$ cat config.mk
export PLATFORM = sky130hd
export DESIGN_NAME = voltage_dip_load_shedding
export DESIGN_NICKNAME = d
export VERILOG_FILES = /design/src/core/dip_pkg.sv /design/src/core/voltage_dip_load_shedding.sv
export SDC_FILE = /design/constraint.sdc
export NUM_CORES = 1
export LEC_CHECK = 0
export ABC_AREA = 1
export BUFFER_PORTS_ARGS = -buffer_cell sky130_fd_sc_hd__buf_2
export CORE_MARGIN = 2
export CORE_UTILIZATION = 50
export CTS_BUF_LIST = sky130_fd_sc_hd__clkbuf_8
export DETAILED_ROUTE_END_ITERATION = 8
export PLACE_DENSITY = 0.69
export REMOVE_ABC_BUFFERS = 1
export SLEW_MARGIN = 20
export SYNTH_ARGS = -nofsm -noshare
export SYNTH_HDL_FRONTEND = slang
export SYNTH_SLANG_ARGS = --single-unit
$ cat constraint.sdc
create_clock -name clk -period 1.9 [get_ports clk]
set_input_delay 0.38 -clock clk [delete_from_list [all_inputs] [get_ports clk]]
set_output_delay 0.38 -clock clk [all_outputs]
set_load 0.02 [all_outputs]
$ cat src/core/dip_pkg.sv
package dip_pkg;
  // ----------------------------------------
  // widths
  // ----------------------------------------
  localparam int VOLT_W = 16;
  localparam int TIME_W = 16;
  localparam int EV_W   = 5;
  localparam int PROT_W = 6;
  // ----------------------------------------
  // register byte offsets
  // ----------------------------------------
  localparam logic [7:0] ADDR_CTRL     = 8'h00;
  localparam logic [7:0] ADDR_LEVELS   = 8'h04;
  localparam logic [7:0] ADDR_WINDOW   = 8'h08;
  localparam logic [7:0] ADDR_DURATION = 8'h0c;
  localparam logic [7:0] ADDR_DELAY    = 8'h10;
  localparam logic [7:0] ADDR_STATUS   = 8'h14;
  localparam logic [7:0] ADDR_IRQ_STAT = 8'h18;
  localparam logic [7:0] ADDR_IRQ_CLR  = 8'h1c;
  localparam logic [7:0] ADDR_IRQ_EN   = 8'h20;
  // ----------------------------------------
  // control fields
  // ----------------------------------------
  localparam int CTRL_ENABLE  = 0;
  localparam int CTRL_RAPID   = 1;
  localparam int CTRL_RESTART = 2;
  localparam int CTRL_EXT_SRC = 3;
  localparam int CTRL_STARTER = 4;
  localparam logic [1:0] STARTER_DIRECT_ONLINE = 2'h0;
  localparam logic [1:0] STARTER_REVERSING     = 2'h1;
  localparam logic [31:0] CTRL_RESET     = 32'h0000_0000;
  localparam logic [31:0] LEVELS_RESET   = 32'h0000_0000;
  localparam logic [31:0] WINDOW_RESET   = 32'h0000_00c8;
  localparam logic [31:0] DURATION_RESET = 32'h0000_07d0;
  localparam logic [31:0] DELAY_RESET    = 32'h0000_01f4;
  // ----------------------------------------
  // event bits
  // ----------------------------------------
  localparam int EV_START   = 0;
  localparam int EV_END     = 1;
  localparam int EV_DROP    = 2;
  localparam int EV_ERROR   = 3;
  localparam int EV_RESTART = 4;
  // ----------------------------------------
  // timing
  // ----------------------------------------
  localparam int CLK_NS     = 50;
  localparam int MS_NS      = 1000000;
  localparam int MS_CYCLES  = MS_NS / CLK_NS;
  localparam logic [15:0] DOUBLE_DIP_MS = 16'h03e8;
  localparam logic [1:0] RESP_OKAY   = 2'h0;
  localparam logic [1:0] RESP_SLVERR = 2'h2;
  typedef enum {ST_IDLE, ST_RIDE, ST_SHED, ST_DELAY, ST_HOLD} state_type;
endpackage : dip_pkg

$ cat src/core/voltage_dip_load_shedding.sv
// Operation
// - error as soon as a dip lasts longer than the maximum duration
// - recovery inside the autorestart window keeps the relay energised
// - after a dip, restart only if enabled, after the restart delay
// - dip detection and reactions only while the dip function is enabled
// - start below the dip level, end above the restart level
// - dip past the window drops relay; restart or stay off after it
// - suppress undervoltage, power-factor and power alarms during a dip
// - with lockout, second dip within one second drops contactors at once
// - after lockout drop, restart after delay only if restart enabled
// - trigger from own measurement or from external low-voltage input
// - dip levels apply only with the internal measurement as source
// - function available only for direct-online or reversing starters
// - power-factor and power supervision off in test position and in dips
`timescale 1ns/1ps
`default_nettype none
module voltage_dip_load_shedding #(
  parameter int unsigned ms_cycles = dip_pkg::MS_CYCLES
) (
  input  wire logic                       clk,
  input  wire logic                       rstn,
  input  wire logic [7:0]                 s_axi_awaddr,
  input  wire logic                       s_axi_awvalid,
  output logic                            s_axi_awready,
  input  wire logic [31:0]                s_axi_wdata,
  input  wire logic [3:0]                 s_axi_wstrb,
  input  wire logic                       s_axi_wvalid,
  output logic                            s_axi_wready,
  output logic [1:0]                      s_axi_bresp,
  output logic                            s_axi_bvalid,
  input  wire logic                       s_axi_bready,
  input  wire logic [7:0]                 s_axi_araddr,
  input  wire logic                       s_axi_arvalid,
  output logic                            s_axi_arready,
  output logic [31:0]                     s_axi_rdata,
  output logic [1:0]                      s_axi_rresp,
  output logic                            s_axi_rvalid,
  input  wire logic                       s_axi_rready,
  input  wire logic [dip_pkg::VOLT_W-1:0] voltage_value,
  input  wire logic                       ext_low_voltage,
  input  wire logic                       test_position,
  input  wire logic                       run_request,
  input  wire logic [dip_pkg::PROT_W-1:0] protect_in,
  output logic [dip_pkg::PROT_W-1:0]      protect_out,
  output logic                            relay_on,
  output logic                            dip_error,
  output logic                            dip_active,
  output logic                            irq
);
  import dip_pkg::*;
  // ----------------------------------------
  // pin synchronisers
  // ----------------------------------------
  logic [1:0] pin_s1_reg, pin_s2_reg, pin_s3_reg, pin_reg;
  wire  [1:0] pin_raw = {test_position, ext_low_voltage};
  genvar gi;
  generate
    for (gi = 0; gi < 2; gi++) begin : g_sync
      always_ff @(posedge clk or negedge rstn) begin
        if (!rstn) begin
          pin_s1_reg[gi] <= 1'b0;
          pin_s2_reg[gi] <= 1'b0;
          pin_s3_reg[gi] <= 1'b0;
          pin_reg[gi]    <= 1'b0;
        end else begin
          pin_s1_reg[gi] <= pin_raw[gi];
          pin_s2_reg[gi] <= pin_s1_reg[gi];
          pin_s3_reg[gi] <= pin_s2_reg[gi];
          // a change counts only once stages two and three agree
          if (pin_s2_reg[gi] == pin_s3_reg[gi]) begin
            pin_reg[gi] <= pin_s3_reg[gi];
          end
        end
      end
    end
  endgenerate
  wire ext_low  = pin_reg[0];
  wire test_pos = pin_reg[1];
  // ----------------------------------------
  // registers and bus slave
  // ----------------------------------------
  logic [31:0] ctrl_reg, levels_reg, window_reg, duration_reg, delay_reg;
  logic [EV_W-1:0] irq_stat_reg, irq_en_reg;
  logic [7:0]  aw_addr_reg;
  logic [31:0] w_data_reg;
  logic [3:0]  w_strb_reg;
  logic        aw_full_reg, w_full_reg;
  logic [EV_W-1:0] ev;
  logic [31:0] status_word;
  wire do_write = aw_full_reg & w_full_reg & ~s_axi_bvalid;
  wire [31:0] wmask = {{8{w_strb_reg[3]}}, {8{w_strb_reg[2]}},
                       {8{w_strb_reg[1]}}, {8{w_strb_reg[0]}}};
  wire wr_ctrl  = do_write & (aw_addr_reg == ADDR_CTRL);
  wire wr_lvl   = do_write & (aw_addr_reg == ADDR_LEVELS);
  wire wr_win   = do_write & (aw_addr_reg == ADDR_WINDOW);
  wire wr_dur   = do_write & (aw_addr_reg == ADDR_DURATION);
  wire wr_dly   = do_write & (aw_addr_reg == ADDR_DELAY);
  wire wr_clr   = do_write & (aw_addr_reg == ADDR_IRQ_CLR);
  wire wr_en    = do_write & (aw_addr_reg == ADDR_IRQ_EN);
  wire wr_ro    = (aw_addr_reg == ADDR_STATUS) | (aw_addr_reg == ADDR_IRQ_STAT);
  wire wr_hit   = wr_ctrl | wr_lvl | wr_win | wr_dur | wr_dly | wr_clr | wr_en;
  wire [EV_W-1:0] clr_bits = wr_clr ? (w_data_reg[EV_W-1:0] & wmask[EV_W-1:0]) : '0;
  function automatic logic [31:0] merge(input logic [31:0] old);
    return (old & ~wmask) | (w_data_reg & wmask);
  endfunction : merge
  wire [31:0] en_merged = merge({27'h0, irq_en_reg});
  wire rd_take = s_axi_arvalid & s_axi_arready;
  wire rd_hit  = (s_axi_araddr <= ADDR_IRQ_EN) & (s_axi_araddr[1:0] == 2'h0);
  wire [31:0] rd_word =
    (s_axi_araddr == ADDR_CTRL)     ? ctrl_reg :
    (s_axi_araddr == ADDR_LEVELS)   ? levels_reg :
    (s_axi_araddr == ADDR_WINDOW)   ? window_reg :
    (s_axi_araddr == ADDR_DURATION) ? duration_reg :
    (s_axi_araddr == ADDR_DELAY)    ? delay_reg :
    (s_axi_araddr == ADDR_STATUS)   ? status_word :
    (s_axi_araddr == ADDR_IRQ_STAT) ? {27'h0, irq_stat_reg} :
    (s_axi_araddr == ADDR_IRQ_EN)   ? {27'h0, irq_en_reg} : 32'h0;
  always_ff @(posedge clk or negedge rstn) begin
    if (!rstn) begin
      s_axi_awready <= 1'b1;
      s_axi_wready  <= 1'b1;
      aw_full_reg   <= 1'b0;
      w_full_reg    <= 1'b0;
      aw_addr_reg   <= 8'h00;
      w_data_reg    <= 32'h0;
      w_strb_reg    <= 4'h0;
      s_axi_bvalid  <= 1'b0;
      s_axi_bresp   <= RESP_OKAY;
    end else begin
      if (s_axi_awvalid & s_axi_awready) begin
        aw_addr_reg   <= s_axi_awaddr;
        aw_full_reg   <= 1'b1;
        s_axi_awready <= 1'b0;
      end
      if (s_axi_wvalid & s_axi_wready) begin
        w_data_reg   <= s_axi_wdata;
        w_strb_reg   <= s_axi_wstrb;
        w_full_reg   <= 1'b1;
        s_axi_wready <= 1'b0;
      end
      if (do_write) begin
        s_axi_bvalid <= 1'b1;
        s_axi_bresp  <= (wr_hit | wr_ro) ? RESP_OKAY : RESP_SLVERR;
      end
      if (s_axi_bvalid & s_axi_bready) begin
        s_axi_bvalid  <= 1'b0;
        aw_full_reg   <= 1'b0;
        w_full_reg    <= 1'b0;
        s_axi_awready <= 1'b1;
        s_axi_wready  <= 1'b1;
      end
    end
  end
  always_ff @(posedge clk or negedge rstn) begin
    if (!rstn) begin
      s_axi_arready <= 1'b1;
      s_axi_rvalid  <= 1'b0;
      s_axi_rdata   <= 32'h0;
      s_axi_rresp   <= RESP_OKAY;
    end else if (rd_take) begin
      s_axi_arready <= 1'b0;
      s_axi_rvalid  <= 1'b1;
      s_axi_rdata   <= rd_word;
      s_axi_rresp   <= rd_hit ? RESP_OKAY : RESP_SLVERR;
    end else if (s_axi_rvalid & s_axi_rready) begin
      s_axi_rvalid  <= 1'b0;
      s_axi_arready <= 1'b1;
    end
  end
  always_ff @(posedge clk or negedge rstn) begin
    if (!rstn) begin
      ctrl_reg     <= CTRL_RESET;
      levels_reg   <= LEVELS_RESET;
      window_reg   <= WINDOW_RESET;
      duration_reg <= DURATION_RESET;
      delay_reg    <= DELAY_RESET;
      irq_en_reg   <= '0;
      irq_stat_reg <= '0;
    end else begin
      if (wr_ctrl) ctrl_reg <= merge(ctrl_reg);
      if (wr_lvl)  levels_reg <= merge(levels_reg);
      if (wr_win)  window_reg <= merge(window_reg);
      if (wr_dur)  duration_reg <= merge(duration_reg);
      if (wr_dly)  delay_reg <= merge(delay_reg);
      if (wr_en)   irq_en_reg <= en_merged[EV_W-1:0];
      // a new event wins over a clear in the same cycle
      irq_stat_reg <= (irq_stat_reg & ~clr_bits) | ev;
    end
  end
  // ----------------------------------------
  // configuration decode
  // ----------------------------------------
  wire [1:0] starter = ctrl_reg[CTRL_STARTER+:2];
  wire starter_ok = (starter == STARTER_DIRECT_ONLINE) | (starter == STARTER_REVERSING);
  wire fn_on      = ctrl_reg[CTRL_ENABLE] & starter_ok;
  wire rapid      = ctrl_reg[CTRL_RAPID];
  wire auto_rst   = ctrl_reg[CTRL_RESTART];
  wire ext_src    = ctrl_reg[CTRL_EXT_SRC];
  wire [TIME_W-1:0] win_ms = window_reg[TIME_W-1:0];
  wire [TIME_W-1:0] dur_ms = duration_reg[TIME_W-1:0];
  wire [TIME_W-1:0] dly_ms = delay_reg[TIME_W-1:0];
  wire [VOLT_W-1:0] start_lvl   = levels_reg[VOLT_W-1:0];
  wire [VOLT_W-1:0] restart_lvl = levels_reg[31:16];
  // ----------------------------------------
  // millisecond tick and timers
  // ----------------------------------------
  logic [15:0] div_reg;
  logic        tick_reg;
  wire div_wrap = (div_reg == 16'(ms_cycles - 1));
  always_ff @(posedge clk or negedge rstn) begin
    if (!rstn) begin
      div_reg  <= 16'h0;
      tick_reg <= 1'b0;
    end else begin
      div_reg  <= div_wrap ? 16'h0 : div_reg + 16'h1;
      tick_reg <= div_wrap;
    end
  end
  state_type state_reg, state_next;
  logic dip_reg, seen_reg;
  logic [TIME_W-1:0] dip_ms_reg, dly_cnt_reg, since_reg;
  // internal source uses levels, external source ignores them
  wire low_int   = voltage_value < start_lvl;
  wire high_int  = voltage_value > restart_lvl;
  wire dip_start = fn_on & ~dip_reg & (ext_src ? ext_low : low_int);
  wire dip_end   = fn_on & dip_reg & (ext_src ? ~ext_low : high_int);
  wire quick     = rapid & seen_reg & (since_reg < DOUBLE_DIP_MS);
  wire over_dur  = dip_ms_reg > dur_ms;
  always_ff @(posedge clk or negedge rstn) begin
    if (!rstn) begin
      dip_reg     <= 1'b0;
      dip_ms_reg  <= '0;
      dly_cnt_reg <= '0;
      since_reg   <= '0;
      seen_reg    <= 1'b0;
    end else begin
      if (!fn_on) dip_reg <= 1'b0;
      else if (dip_start) dip_reg <= 1'b1;
      else if (dip_end) dip_reg <= 1'b0;
      // dip timer zeroes at each start and freezes once the dip ends; delay timer runs only in ST_DELAY
      if (dip_start) dip_ms_reg <= '0;
      else if (dip_reg & tick_reg & (dip_ms_reg != '1)) dip_ms_reg <= dip_ms_reg + 16'h1;
      if (state_reg != ST_DELAY) dly_cnt_reg <= '0;
      else if (tick_reg & (dly_cnt_reg != '1)) dly_cnt_reg <= dly_cnt_reg + 16'h1;
      // saturates at one second, enough to judge a double dip
      if (dip_start) since_reg <= '0;
      else if (tick_reg & (since_reg < DOUBLE_DIP_MS)) since_reg <= since_reg + 16'h1;
      if (!fn_on) seen_reg <= 1'b0;
      else if (dip_start) seen_reg <= 1'b1;
    end
  end
  // ----------------------------------------
  // reaction state machine
  // ----------------------------------------
  logic err_next;
  always_comb begin
    state_next = state_reg;
    err_next   = dip_error;
    ev         = '0;
    ev[EV_START] = dip_start;
    ev[EV_END]   = dip_end;
    case (state_reg)
      ST_IDLE, ST_DELAY: begin
        if (dip_start & quick) begin
          state_next  = ST_SHED;
          ev[EV_DROP] = run_request;
        end else if (dip_start) begin
          state_next = ST_RIDE;
        end else if ((state_reg == ST_DELAY) & (dly_cnt_reg >= dly_ms)) begin
          state_next     = ST_IDLE;
          ev[EV_RESTART] = 1'b1;
        end
      end
      ST_RIDE: begin
        if (over_dur) begin
          state_next   = ST_HOLD;
          err_next     = 1'b1;
          ev[EV_ERROR] = 1'b1;
        end else if (dip_end) begin
          state_next = ST_IDLE;
        end else if (dip_ms_reg >= win_ms) begin
          state_next  = ST_SHED;
          ev[EV_DROP] = run_request;
        end
      end
      ST_SHED: begin
        if (over_dur) begin
          state_next   = ST_HOLD;
          err_next     = 1'b1;
          ev[EV_ERROR] = 1'b1;
        end else if (dip_end) begin
          state_next = auto_rst ? ST_DELAY : ST_HOLD;
        end
      end
      ST_HOLD: begin
        // stays off until the run request is withdrawn and mains is back
        if (!run_request & !dip_reg) begin
          state_next = ST_IDLE;
          err_next   = 1'b0;
        end
      end
      default: state_next = ST_IDLE;
    endcase
    if (!fn_on) begin
      state_next = ST_IDLE;
      err_next   = 1'b0;
    end
  end
  wire relay_next = run_request & ((state_next == ST_IDLE) | (state_next == ST_RIDE));
  wire dip_now    = fn_on & (dip_start | (dip_reg & ~dip_end));
  wire [PROT_W-1:0] inhibit = {{4{dip_now | test_pos}}, {2{dip_now}}};
  always_ff @(posedge clk or negedge rstn) begin
    if (!rstn) begin
      state_reg   <= ST_IDLE;
      relay_on    <= 1'b0;
      dip_error   <= 1'b0;
      dip_active  <= 1'b0;
      protect_out <= '0;
      irq         <= 1'b0;
    end else begin
      state_reg   <= state_next;
      relay_on    <= relay_next;
      dip_error   <= err_next;
      dip_active  <= dip_now;
      protect_out <= protect_in & ~inhibit;
      irq         <= |(((irq_stat_reg & ~clr_bits) | ev) & irq_en_reg);
    end
  end
  assign status_word = {26'h0, (state_reg == ST_DELAY), (state_reg == ST_SHED),
                        dip_error, relay_on, dip_reg, fn_on};
endmodule : voltage_dip_load_shedding
`default_nettype wire

==> impl_metrics.env, run 1 <==
export IMPL_outcome="finished, violations left"
export IMPL_violations="setup timing"
export IMPL_die_area_um2=36700
export IMPL_cp_start_kind="flip-flop"
export IMPL_grt_ovfl_total=0
export IMPL_slowest_delay_ps=350
export IMPL_skew_ps=36.3
export IMPL_diodes=0
export IMPL_drt_iter0_markers=1098
export IMPL_maxCapViolations=0
export IMPL_arrival_ps=2750
export IMPL_worst_slack_ps=-272
export IMPL_syn_area_um2=17600
export IMPL_fin_crit_sh_pct=114
export IMPL_syn_area_per_cell_um2=8.52
export IMPL_finalPower_uw=23800
export IMPL_setup_violations=48
export IMPL_routedWlPerCell_um=16.2
export IMPL_critPathSlowestCell="dfrtp_1"
export IMPL_grt_pass1_vias=15700
export IMPL_worstSkewPairLatency_ps=670
export IMPL_critical_path_cell_chain="inv_1, ha_1, nand2_1, inv_1, nand3_2, nor2_4, buf_6, nand2_2, nand2_2, nand2_2, nand2_4, nand2_4, buf_6, nand3_2, nand2_1, nand2_1, nand3_2, a21oi_2"
export IMPL_tritoncts="done"
export IMPL_worst_pin_slew_ps=471
export IMPL_ant_nets=0
export IMPL_antenna_found_initial=0
export IMPL_finalNetCount=2719
export IMPL_critPathCapture="relay_on"
export IMPL_p_leak_uw=0.0112
export IMPL_cp_buffers_inverters=4
export IMPL_async_flop_share_pct=100
export IMPL_hp_class="primary input to flip-flop"
export IMPL_vias=16000
export IMPL_row_count=68
export IMPL_place_ws_ps=-596
export IMPL_layout_commonest_cell="nand2_1"
export IMPL_maxSlewViolCount=0
export IMPL_layout_common_cells="nand2_1, dfrtp_1, o21ai_0"
export IMPL_core_area_um2=34600
export IMPL_portBuffers=132
export IMPL_grt_pass1_wl_mm=78.0
export IMPL_synth_flop_cell="dfrtp_1"
export IMPL_synth_edf_count=0
export IMPL_critPathRequiredTime_ps=2480
export IMPL_gp_congestion=0.955
export IMPL_fin_crit_ps=2170
export IMPL_start_util_pct=50.8
export IMPL_fin_cells=3053
export IMPL_maxSlewHeadroom_pct=67.8
export IMPL_first_pass_iters=5
export IMPL_path_depth=18
export IMPL_path_delay_family="simple AND/OR/NAND/NOR gates"
export IMPL_rr_endpoint="relay_on"
export IMPL_drt_total_wl_mm=49.6
export IMPL_cts_buffer_depth=3
export IMPL_synth_distinct_cells=48
export IMPL_cp_max_fo=5
export IMPL_htree_levels=2
export IMPL_remaining_drc_errors=0
export IMPL_viasPerCell=5.23
export IMPL_fmax_mhz=460
export IMPL_grt_max_degree=67
export IMPL_cts_sinks=372
export IMPL_area_growth_pct=35.1
export IMPL_cts_root_buf="clkbuf_8"
export IMPL_finalHoldViolCount=0
export IMPL_yosys_warnings=0
export IMPL_dp_hpwl_mm=33.4
export IMPL_cts_buffers=60
export IMPL_synthCells=2064
export IMPL_path_clk_slew_ps=70
export IMPL_crit_type="flip-flop to flip-flop"
export IMPL_die_w_um=192
export IMPL_peakVddDrop_v=0.000808
export IMPL_end_kind="flip-flop"
export IMPL_r2r_cells=18
export IMPL_drive_gt1_share_pct=27.5
export IMPL_dp_cells=2837
export IMPL_ys_ff_latch=372
export IMPL_rsz0062_at_grt="true"
export IMPL_power_density_nw_per_um2=1000
export IMPL_ys_seq_area_share_pct=53.1
export IMPL_gr_usage_all_layers_pct=26.9
export IMPL_io_pins=135
export IMPL_r2r_setup_slack_ps=-270
export IMPL_die_h_um=192
[worst min-delay path by stage]
stage	start	end	slack, ps	depth (start not counted)
floorplan	rstn	asynchronous set/reset pin	80	0
global placement	rstn	w_data_reg[19]	340	1
detailed placement	rstn	w_data_reg[19]	340	1
CTS	s_axi_arvalid	s_axi_rdata[24]	120	4
global route	s_axi_arvalid	s_axi_rdata[24]	150	4
finish	s_axi_arvalid	s_axi_rdata[24]	150	4
[cell type report]
type | count | area [µm²]
Fill cell | 2676 | 10900
Sequential cell | 372 | 9340
Clock inverter | 30 | 204
Multi-Input combinational cell | 1417 | 8050
Inverter | 248 | 943
Timing Repair Buffer | 453 | 3580
Clock buffer | 78 | 1070
Tap cell | 455 | 569
[metal layers]
| metal | GRT usage (%) | vias up | part of all wire, % |
|---|---|---|---|
| li1 | - | 7703 | - |
| met1 | 36.1 | 7642 | 43 |
| met2 | 43.9 | 531 | 48 |
| met3 | 4.52 | 95 | 6.5 |
| met4 | 9.76 | 0 | 2.9 |
| met5 | 0 | - | 0 |
[tightest hold or removal path, stage by stage]
cell	delay (ps)
buf_2	80
nand2_2	150
nand2_1	90
o21ai_0	60
[stage by stage]
step | setup TNS (ps) | hold WS (ps) | util (%) | area (µm²)
2_1_floorplan | -19920 | 84.4 | - | 17400
3_3_place_gp | -19640 | 339 | 59.2 | 20500
5_1_grt | -11350 | 151 | 68.6 | 23800
6_report | -5580 | 153 | 68.6 | 23800
3_5_place_dp | -21370 | 340 | 59.2 | 20500
4_1_cts | -3740 | 119 | 66.5 | 23000
[logic make-up after synthesis]
| group | synth area share, % |
|---|---|
| adder cells (fa/ha/maj) | 6.02 |
| flip-flops | 53.1 |
| buffers and inverters | 6.77 |
| other | 0.0213 |
| XOR/XNOR | 0.498 |
| AO/OA/AOI/OAI | 13.0 |
| multiplexers | 0.0569 |
| AND/OR/NAND/NOR | 20.6 |
[what timing repair did]
action                                  CTS  global route
endpoints found under the setup margin   63           107
cloned                                    1             1
hold endpoints to repair                155             0
resized for setup                       106           156
hold buffers                             60             0
pin swaps                                48            49
buffers inserted                         27            24
[cell usage after synthesis (3+ instances only)]
library cell | number | share of area, %
xor2_1 | 8 | 0.40
a2111oi_0 | 8 | 0.40
o21a_1 | 6 | 0.26
nor4_1 | 7 | 0.25
o2111ai_1 | 6 | 0.30
nor2_2 | 5 | 0.18
a21oi_1 | 100 | 2.8
clkbuf_1 | 30 | 0.64
nor3_1 | 22 | 0.63
buf_4 | 3 | 0.13
nor3_2 | 3 | 0.17
buf_2 | 21 | 0.60
dfstp_2 | 18 | 2.7
o211ai_1 | 4 | 0.17
ha_1 | 83 | 5.9
o21ai_1 | 11 | 0.31
nand4_1 | 36 | 1.3
and3_1 | 3 | 0.11
nand3_1 | 79 | 2.2
dfrtp_1 | 354 | 50
nand2_1 | 537 | 11
inv_1 | 239 | 5.1
nor3_4 | 4 | 0.37
inv_2 | 7 | 0.15
nor2_1 | 147 | 3.1
o21ai_0 | 287 | 8.2
[report_power, final]
group / internal, µW / leakage, µW / total [µW] / switching [µW]
sequential: 9400 / 0.00482 / 10300 / 913
clock: 4060 / 0.000738 / 7300 / 3240
combinational: 2430 / 0.00568 / 6200 / 3780
total: 15900 / 0.0112 / 23800 / 7930
Note: power is estimated with default switching activity, not from simulation.
==> run 2, diff against run 1 <==
- PLACE_DENSITY: 0.69 -> unset
- PLACE_DENSITY_LB_ADDON: unset -> 0.1
==> run 2 against run 1 <==
The run still ends with setup timing left. Worst hold slack worse by 81 ps. Global-route usage is 0.65 points higher. Count of clock-buffer cells in the layout is 14 higher. Sequential share of layout area is 0.48 points lower. Maximum frequency is 0.68% higher. Die area stayed put. Non-clock buffer count is 11 higher. Critical path depth is 3 lower. Clock skew is 13 ps lower. Combinational power is 0.8% higher. Critical endpoint is now irq. Largest power group unchanged.
==> impl_metrics.env, run 2 (synthesized netlist as in run 1, its figures left out) <==
export IMPL_core_area_um2=34600
export IMPL_crit_type="flip-flop to flip-flop"
export IMPL_first_pass_iters=5
export IMPL_tns_ps=-4810
export IMPL_cts_buffer_depth=3
export IMPL_outcome="finished, violations left"
export IMPL_skew_ps=23.4
export IMPL_die_area_um2=36700
export IMPL_tritoncts="done"
export IMPL_fin_cells=3074
export IMPL_setup_violations=52
export IMPL_finalHoldViolCount=0
export IMPL_fin_crit_sh_pct=114
export IMPL_cts_root_buf="clkbuf_8"
export IMPL_gr_usage_all_layers_pct=27.5
export IMPL_maxSlewHeadroom_pct=66.5
export IMPL_drive_gt1_share_pct=28.3
export IMPL_rr_endpoint="irq"
export IMPL_finalNetCount=2736
export IMPL_place_ws_ps=-659
export IMPL_finalPower_uw=24100
export IMPL_die_w_um=192
export IMPL_dp_hpwl_mm=34.5
export IMPL_nFillCells=2797
export IMPL_routedWlPerCell_um=16.1
export IMPL_worst_pin_slew_ps=490
export IMPL_place_area_um2=20700
export IMPL_antenna_found_initial=0
export IMPL_grt_pass1_vias=15900
export IMPL_layout_commonest_cell="nand2_1"
export IMPL_r2r_cells=15
export IMPL_peakVddDrop_v=0.000751
export IMPL_grt_ovfl_total=0
export IMPL_maxSlewViolCount=0
export IMPL_arrival_ps=2660
export IMPL_rsz0062_at_grt="true"
export IMPL_path_clk_slew_ps=60
export IMPL_worst_slack_ps=-257
export IMPL_row_count=68
export IMPL_drt_total_wl_mm=49.4
export IMPL_cts_sinks=372
export IMPL_dp_cells=2866
export IMPL_cp_start_kind="flip-flop"
export IMPL_violations="setup timing"
export IMPL_cp_max_fo=6
export IMPL_remaining_drc_errors=0
export IMPL_end_kind="flip-flop"
export IMPL_htree_levels=3
export IMPL_portBuffers=132
export IMPL_worstSkewPairLatency_ps=620
export IMPL_grt_max_degree=75
export IMPL_fin_crit_ps=2160
export IMPL_critPathCapture="irq"
export IMPL_diodes=0
export IMPL_critPathRequiredTime_ps=2400
export IMPL_io_pins=135
export IMPL_fmax_mhz=464
export IMPL_maxCapViolations=0
export IMPL_vias=15800
export IMPL_grt_pass1_wl_mm=79.3
export IMPL_layout_common_cells="nand2_1, dfrtp_1, o21ai_0"
export IMPL_stdcell_area_um2=24000
export IMPL_ant_nets=0
export IMPL_power_density_nw_per_um2=1000
export IMPL_cts_buffers=66
export IMPL_viasPerCell=5.15
export IMPL_drt_iter0_markers=966
export IMPL_area_growth_pct=36.8
export IMPL_p_leak_uw=0.0114
export IMPL_die_h_um=192
export IMPL_start_util_pct=50.8
export IMPL_r2r_setup_slack_ps=-260
export IMPL_hp_class="primary input to flip-flop"
export IMPL_gp_congestion=0.884
run 2: cell types whose count changed in the layout (fill, tap and decap cells not counted), sizes merged:
cell / change
clkinvlp: +1
dlygate4sd3: -3
inv: +1
clkinv: -3
buf: +13
clkbuf: +15
bufinv: -3
run 2: layout make-up:
type | instances | area, µm² | share of cell area (%)
multi-input cells | 1417 | 8160 | 34.0
flip-flops and latches | 372 | 9340 | 38.8
clock buffers | 92 | 1270 | 5.27
repair buffers | 464 | 3660 | 15.2
well taps | 455 | 569 | 2.37
clock inverters | 26 | 108 | 0.447
inverters | 248 | 945 | 3.93
run 2: report_power, final:
| group | internal, µW | switching, µW | total [µW] |
|---|---|---|---|
| clock | 4280 | 3330 | 7610 |
| combinational | 2440 | 3800 | 6250 |
| sequential | 9400 | 871 | 10300 |
| total | 16100 | 8000 | 24100 |
run 2: per-stage QoR:
stage | util (%) | hold WS (ps)
final | 69.4 | 71.6
after CTS | 66.8 | 26.4
after detailed placement | 59.8 | 277
after floorplan | - | 84.4
after global routing | 69.4 | 65.3
after global placement | 59.8 | 280
run 2: metal layers:
| metal | global-route usage (%) | wire (µm) | vias up |
|---|---|---|---|
| li1 | - | - | 7745 |
| met4 | 9.05 | 1300 | 0 |
| met2 | 44.4 | 23100 | 384 |
| met3 | 4.15 | 2370 | 93 |
| met5 | 0 | 0 | - |
| met1 | 38.1 | 22700 | 7614 |
run 2: how the worst min path moves through the flow:
stage	start	to	slack (ps)	cells past startpoint
after floorplan	rstn	asynchronous set/reset pin	80	0
after global placement	rstn	s_axi_rvalid	280	1
after detailed placement	rstn	asynchronous set/reset pin	280	1
after CTS	run_request	relay_on	30	3
after global routing	run_request	relay_on	70	3
final	run_request	relay_on	70	3
run 2: worst max-delay path, cell delays in order (launching register included):
cell	delay (ps)
dfrtp_1	350
inv_2	70
ha_4	270
nand4_1	170
nor3_4	240
buf_6	150
nand2_4	50
nand2_4	80
nand2_4	70
nand2_8	100
buf_12	140
nand2_4	60
nand2_2	70
nand3_2	70
nor2_2	90
nand2_1	60
run 2: what timing repair did:
action,in CTS,in global routing
pin swaps,35,50
hold buffers,57,0
endpoints found under the setup margin,61,118
endpoints found under the hold margin,182,0
setup buffers,19,19
cloned,0,2
resized for setup,95,192
==> run 3, diff against run 2 <==
--- a/config.mk
+++ b/config.mk
@@ -10,3 +10,3 @@
 export CORE_MARGIN = 2
-export CORE_UTILIZATION = 50
+export CORE_UTILIZATION = 55
 export CTS_BUF_LIST = sky130_fd_sc_hd__clkbuf_8
==> constraint.sdc (replaced) <==
create_clock -name clk -period 1.9 [get_ports clk]
set_input_delay 0.095 -clock clk [delete_from_list [all_inputs] [get_ports clk]]
set_output_delay 0.095 -clock clk [all_outputs]
set_load 0.02 [all_outputs]
==> run 3 against run 2 <==
The flow still finishes with violations (setup timing). Routed wire length is 5.6% higher. Register-to-register slack better by 20 ps. First-iteration DRC count is 16% higher. Combinational power is 7.2% higher. Count of clock-buffer cells in the layout is 17 lower. Sequential power hardly changed. Clock skew is 13 ps higher. Via count is 3.3% higher. Global-route usage is 1.7 points higher. Final area is 1.2% higher. Clock power is 11% lower. Final cell count is 1.8% lower.
==> impl_metrics.env, run 3 (synthesized netlist as in run 1, its figures left out) <==
export IMPL_outcome="finished, violations left"
export IMPL_violations="setup timing"
export IMPL_gr_usage_all_layers_pct=29.2
export IMPL_maxCapViolations=0
export IMPL_arrival_ps=2630
export IMPL_worst_pin_slew_ps=869
export IMPL_hp_class="primary input to asynchronous set/reset pin"
export IMPL_finalHoldViolCount=0
export IMPL_area_growth_pct=38.3
export IMPL_tns_ps=-4450
export IMPL_diodes=0
export IMPL_cts_buffers=60
export IMPL_cts_root_buf="clkbuf_8"
export IMPL_finalNetCount=2738
export IMPL_path_delay_family="simple AND/OR/NAND/NOR gates"
export IMPL_dp_hpwl_mm=32.9
export IMPL_routedWlPerCell_um=17.3
export IMPL_io_pins=135
export IMPL_layout_commonest_cell="nand2_1"
export IMPL_maxSlewViolCount=0
export IMPL_p_leak_uw=0.0114
export IMPL_critPathSlowestCell="dfrtp_1"
export IMPL_layout_common_cells="nand2_1, dfrtp_1, inv_1"
export IMPL_worstSkewPairLatency_ps=620
export IMPL_setup_violations=44
export IMPL_peakVddDrop_v=0.000872
export IMPL_row_count=65
export IMPL_slowest_delay_ps=400
export IMPL_die_area_um2=33400
export IMPL_drt_iter0_markers=1124
export IMPL_cp_max_fo=5
export IMPL_path_clk_slew_ps=60
export IMPL_tritoncts="done"
export IMPL_start_util_pct=55.7
export IMPL_crit_path_frequent_cell="nand2_1"
export IMPL_viasPerCell=5.42
export IMPL_power_density_nw_per_um2=977
export IMPL_fmax_mhz=468
export IMPL_grt_pass1_vias=15700
export IMPL_worst_slack_ps=-236
export IMPL_cts_sinks=372
export IMPL_end_kind="flip-flop"
export IMPL_place_ws_ps=-428
export IMPL_fin_crit_sh_pct=112
export IMPL_drive_gt1_share_pct=30.5
export IMPL_critPathRequiredTime_ps=2400
export IMPL_core_area_um2=31600
export IMPL_fin_crit_ps=2140
export IMPL_critical_path_cell_chain="inv_2, ha_4, a21oi_2, o21a_1, nand2_2, nand2_2, nand2_4, nand2_4, nand2_8, buf_6, nand2_1, nand2_1, nand2_1, nand2_1, nor2_2, nor2_1"
export IMPL_gp_congestion=0.896
export IMPL_skew_ps=36.2
export IMPL_cp_buffers_inverters=2
export IMPL_rsz0062_at_grt="true"
export IMPL_antenna_found_initial=0
export IMPL_grt_pass1_wl_mm=78.1
export IMPL_portBuffers=132
export IMPL_grt_max_degree=81
export IMPL_cp_start_kind="flip-flop"
export IMPL_die_w_um=183
export IMPL_maxSlewHeadroom_pct=41.9
export IMPL_drt_total_wl_mm=52.2
export IMPL_die_h_um=183
export IMPL_remaining_drc_errors=0
export IMPL_ant_nets=0
export IMPL_crit_type="flip-flop to flip-flop"
export IMPL_first_pass_iters=6
export IMPL_htree_levels=2
export IMPL_cts_buffer_depth=3
export IMPL_grt_ovfl_total=0
export IMPL_vias=16400
## run 3: cell types whose count changed in the layout (fill, tap and decap cells not counted), sizes merged
cell	delta
clkinvlp	+1
buf	+2
clkinv	+4
clkbuf	-19
inv	+2
dlygate4sd3	+8
## run 3: layout make-up
cell class              instances  area [µm²]
flip-flops and latches        372        9340
multi-input cells            1417        8620
fillers                      2185        7230
repair buffers                472        3750
clock buffers                  75        1030
inverters                     248         950
well taps                     402         503
clock inverters                33         141
## run 3: worst paths after layout
kind,slack (ps),start,cells past startpoint,endpoint
setup / recovery,-240,flip-flop,16,state_reg[1]
hold reg to reg,350,pin_s1_reg[0],0,pin_s2_reg[0]
max in group asynchronous,510,rstn,3,asynchronous set/reset pin
setup reg to reg,-240,flip-flop,16,state_reg[1]
hold / removal,110,rstn,3,s_axi_rdata[27]
min in group clk,140,test_position,2,pin_s1_reg[1]
## run 3: timing repair
| item | 4_1_cts | 5_1_grt |
|---|---|---|
| setup buffers | 23 | 40 |
| setup endpoints to repair | 61 | 137 |
| endpoints found under the hold margin | 366 | 0 |
| hold buffers | 66 | 0 |
| resized for setup | 128 | 311 |
| gates cloned | 2 | 10 |
| pin swaps | 39 | 80 |
## run 3: layer usage
layer	up-vias	global-route usage [%]	part of all wire (%)
li1	7741	-	-
met4	0	7.81	2.5
met2	580	48.7	48
met3	107	4.11	6.2
met1	7928	40.5	43
met5	-	0	0
## run 3: worst min-delay path: cells and delay by family
family | cells | cell delay [ps]
buffers and inverters | 3 | 970
## run 3: metrics by stage
stage	util, %	instances	power [µW]	cell area (µm²)	hold WS (ps)
5_1_grt	77.1	3019	25100	24300	110
3_5_place_dp	64.4	2777	15600	20300	52.8
2_1_floorplan	-	2037	13200	17400	-201
6_report	77.1	3019	23800	24300	109
4_1_cts	72.6	2975	22800	22900	85.2
3_3_place_gp	64.4	2777	15400	20300	49.9
## run 3: where the power goes
part	internal, µW	leakage [µW]	switching, µW
clock	3530	0.000699	3210
combinational	2620	0.00585	4080
sequential	9390	0.00482	945
total	15500	0.0114	8230
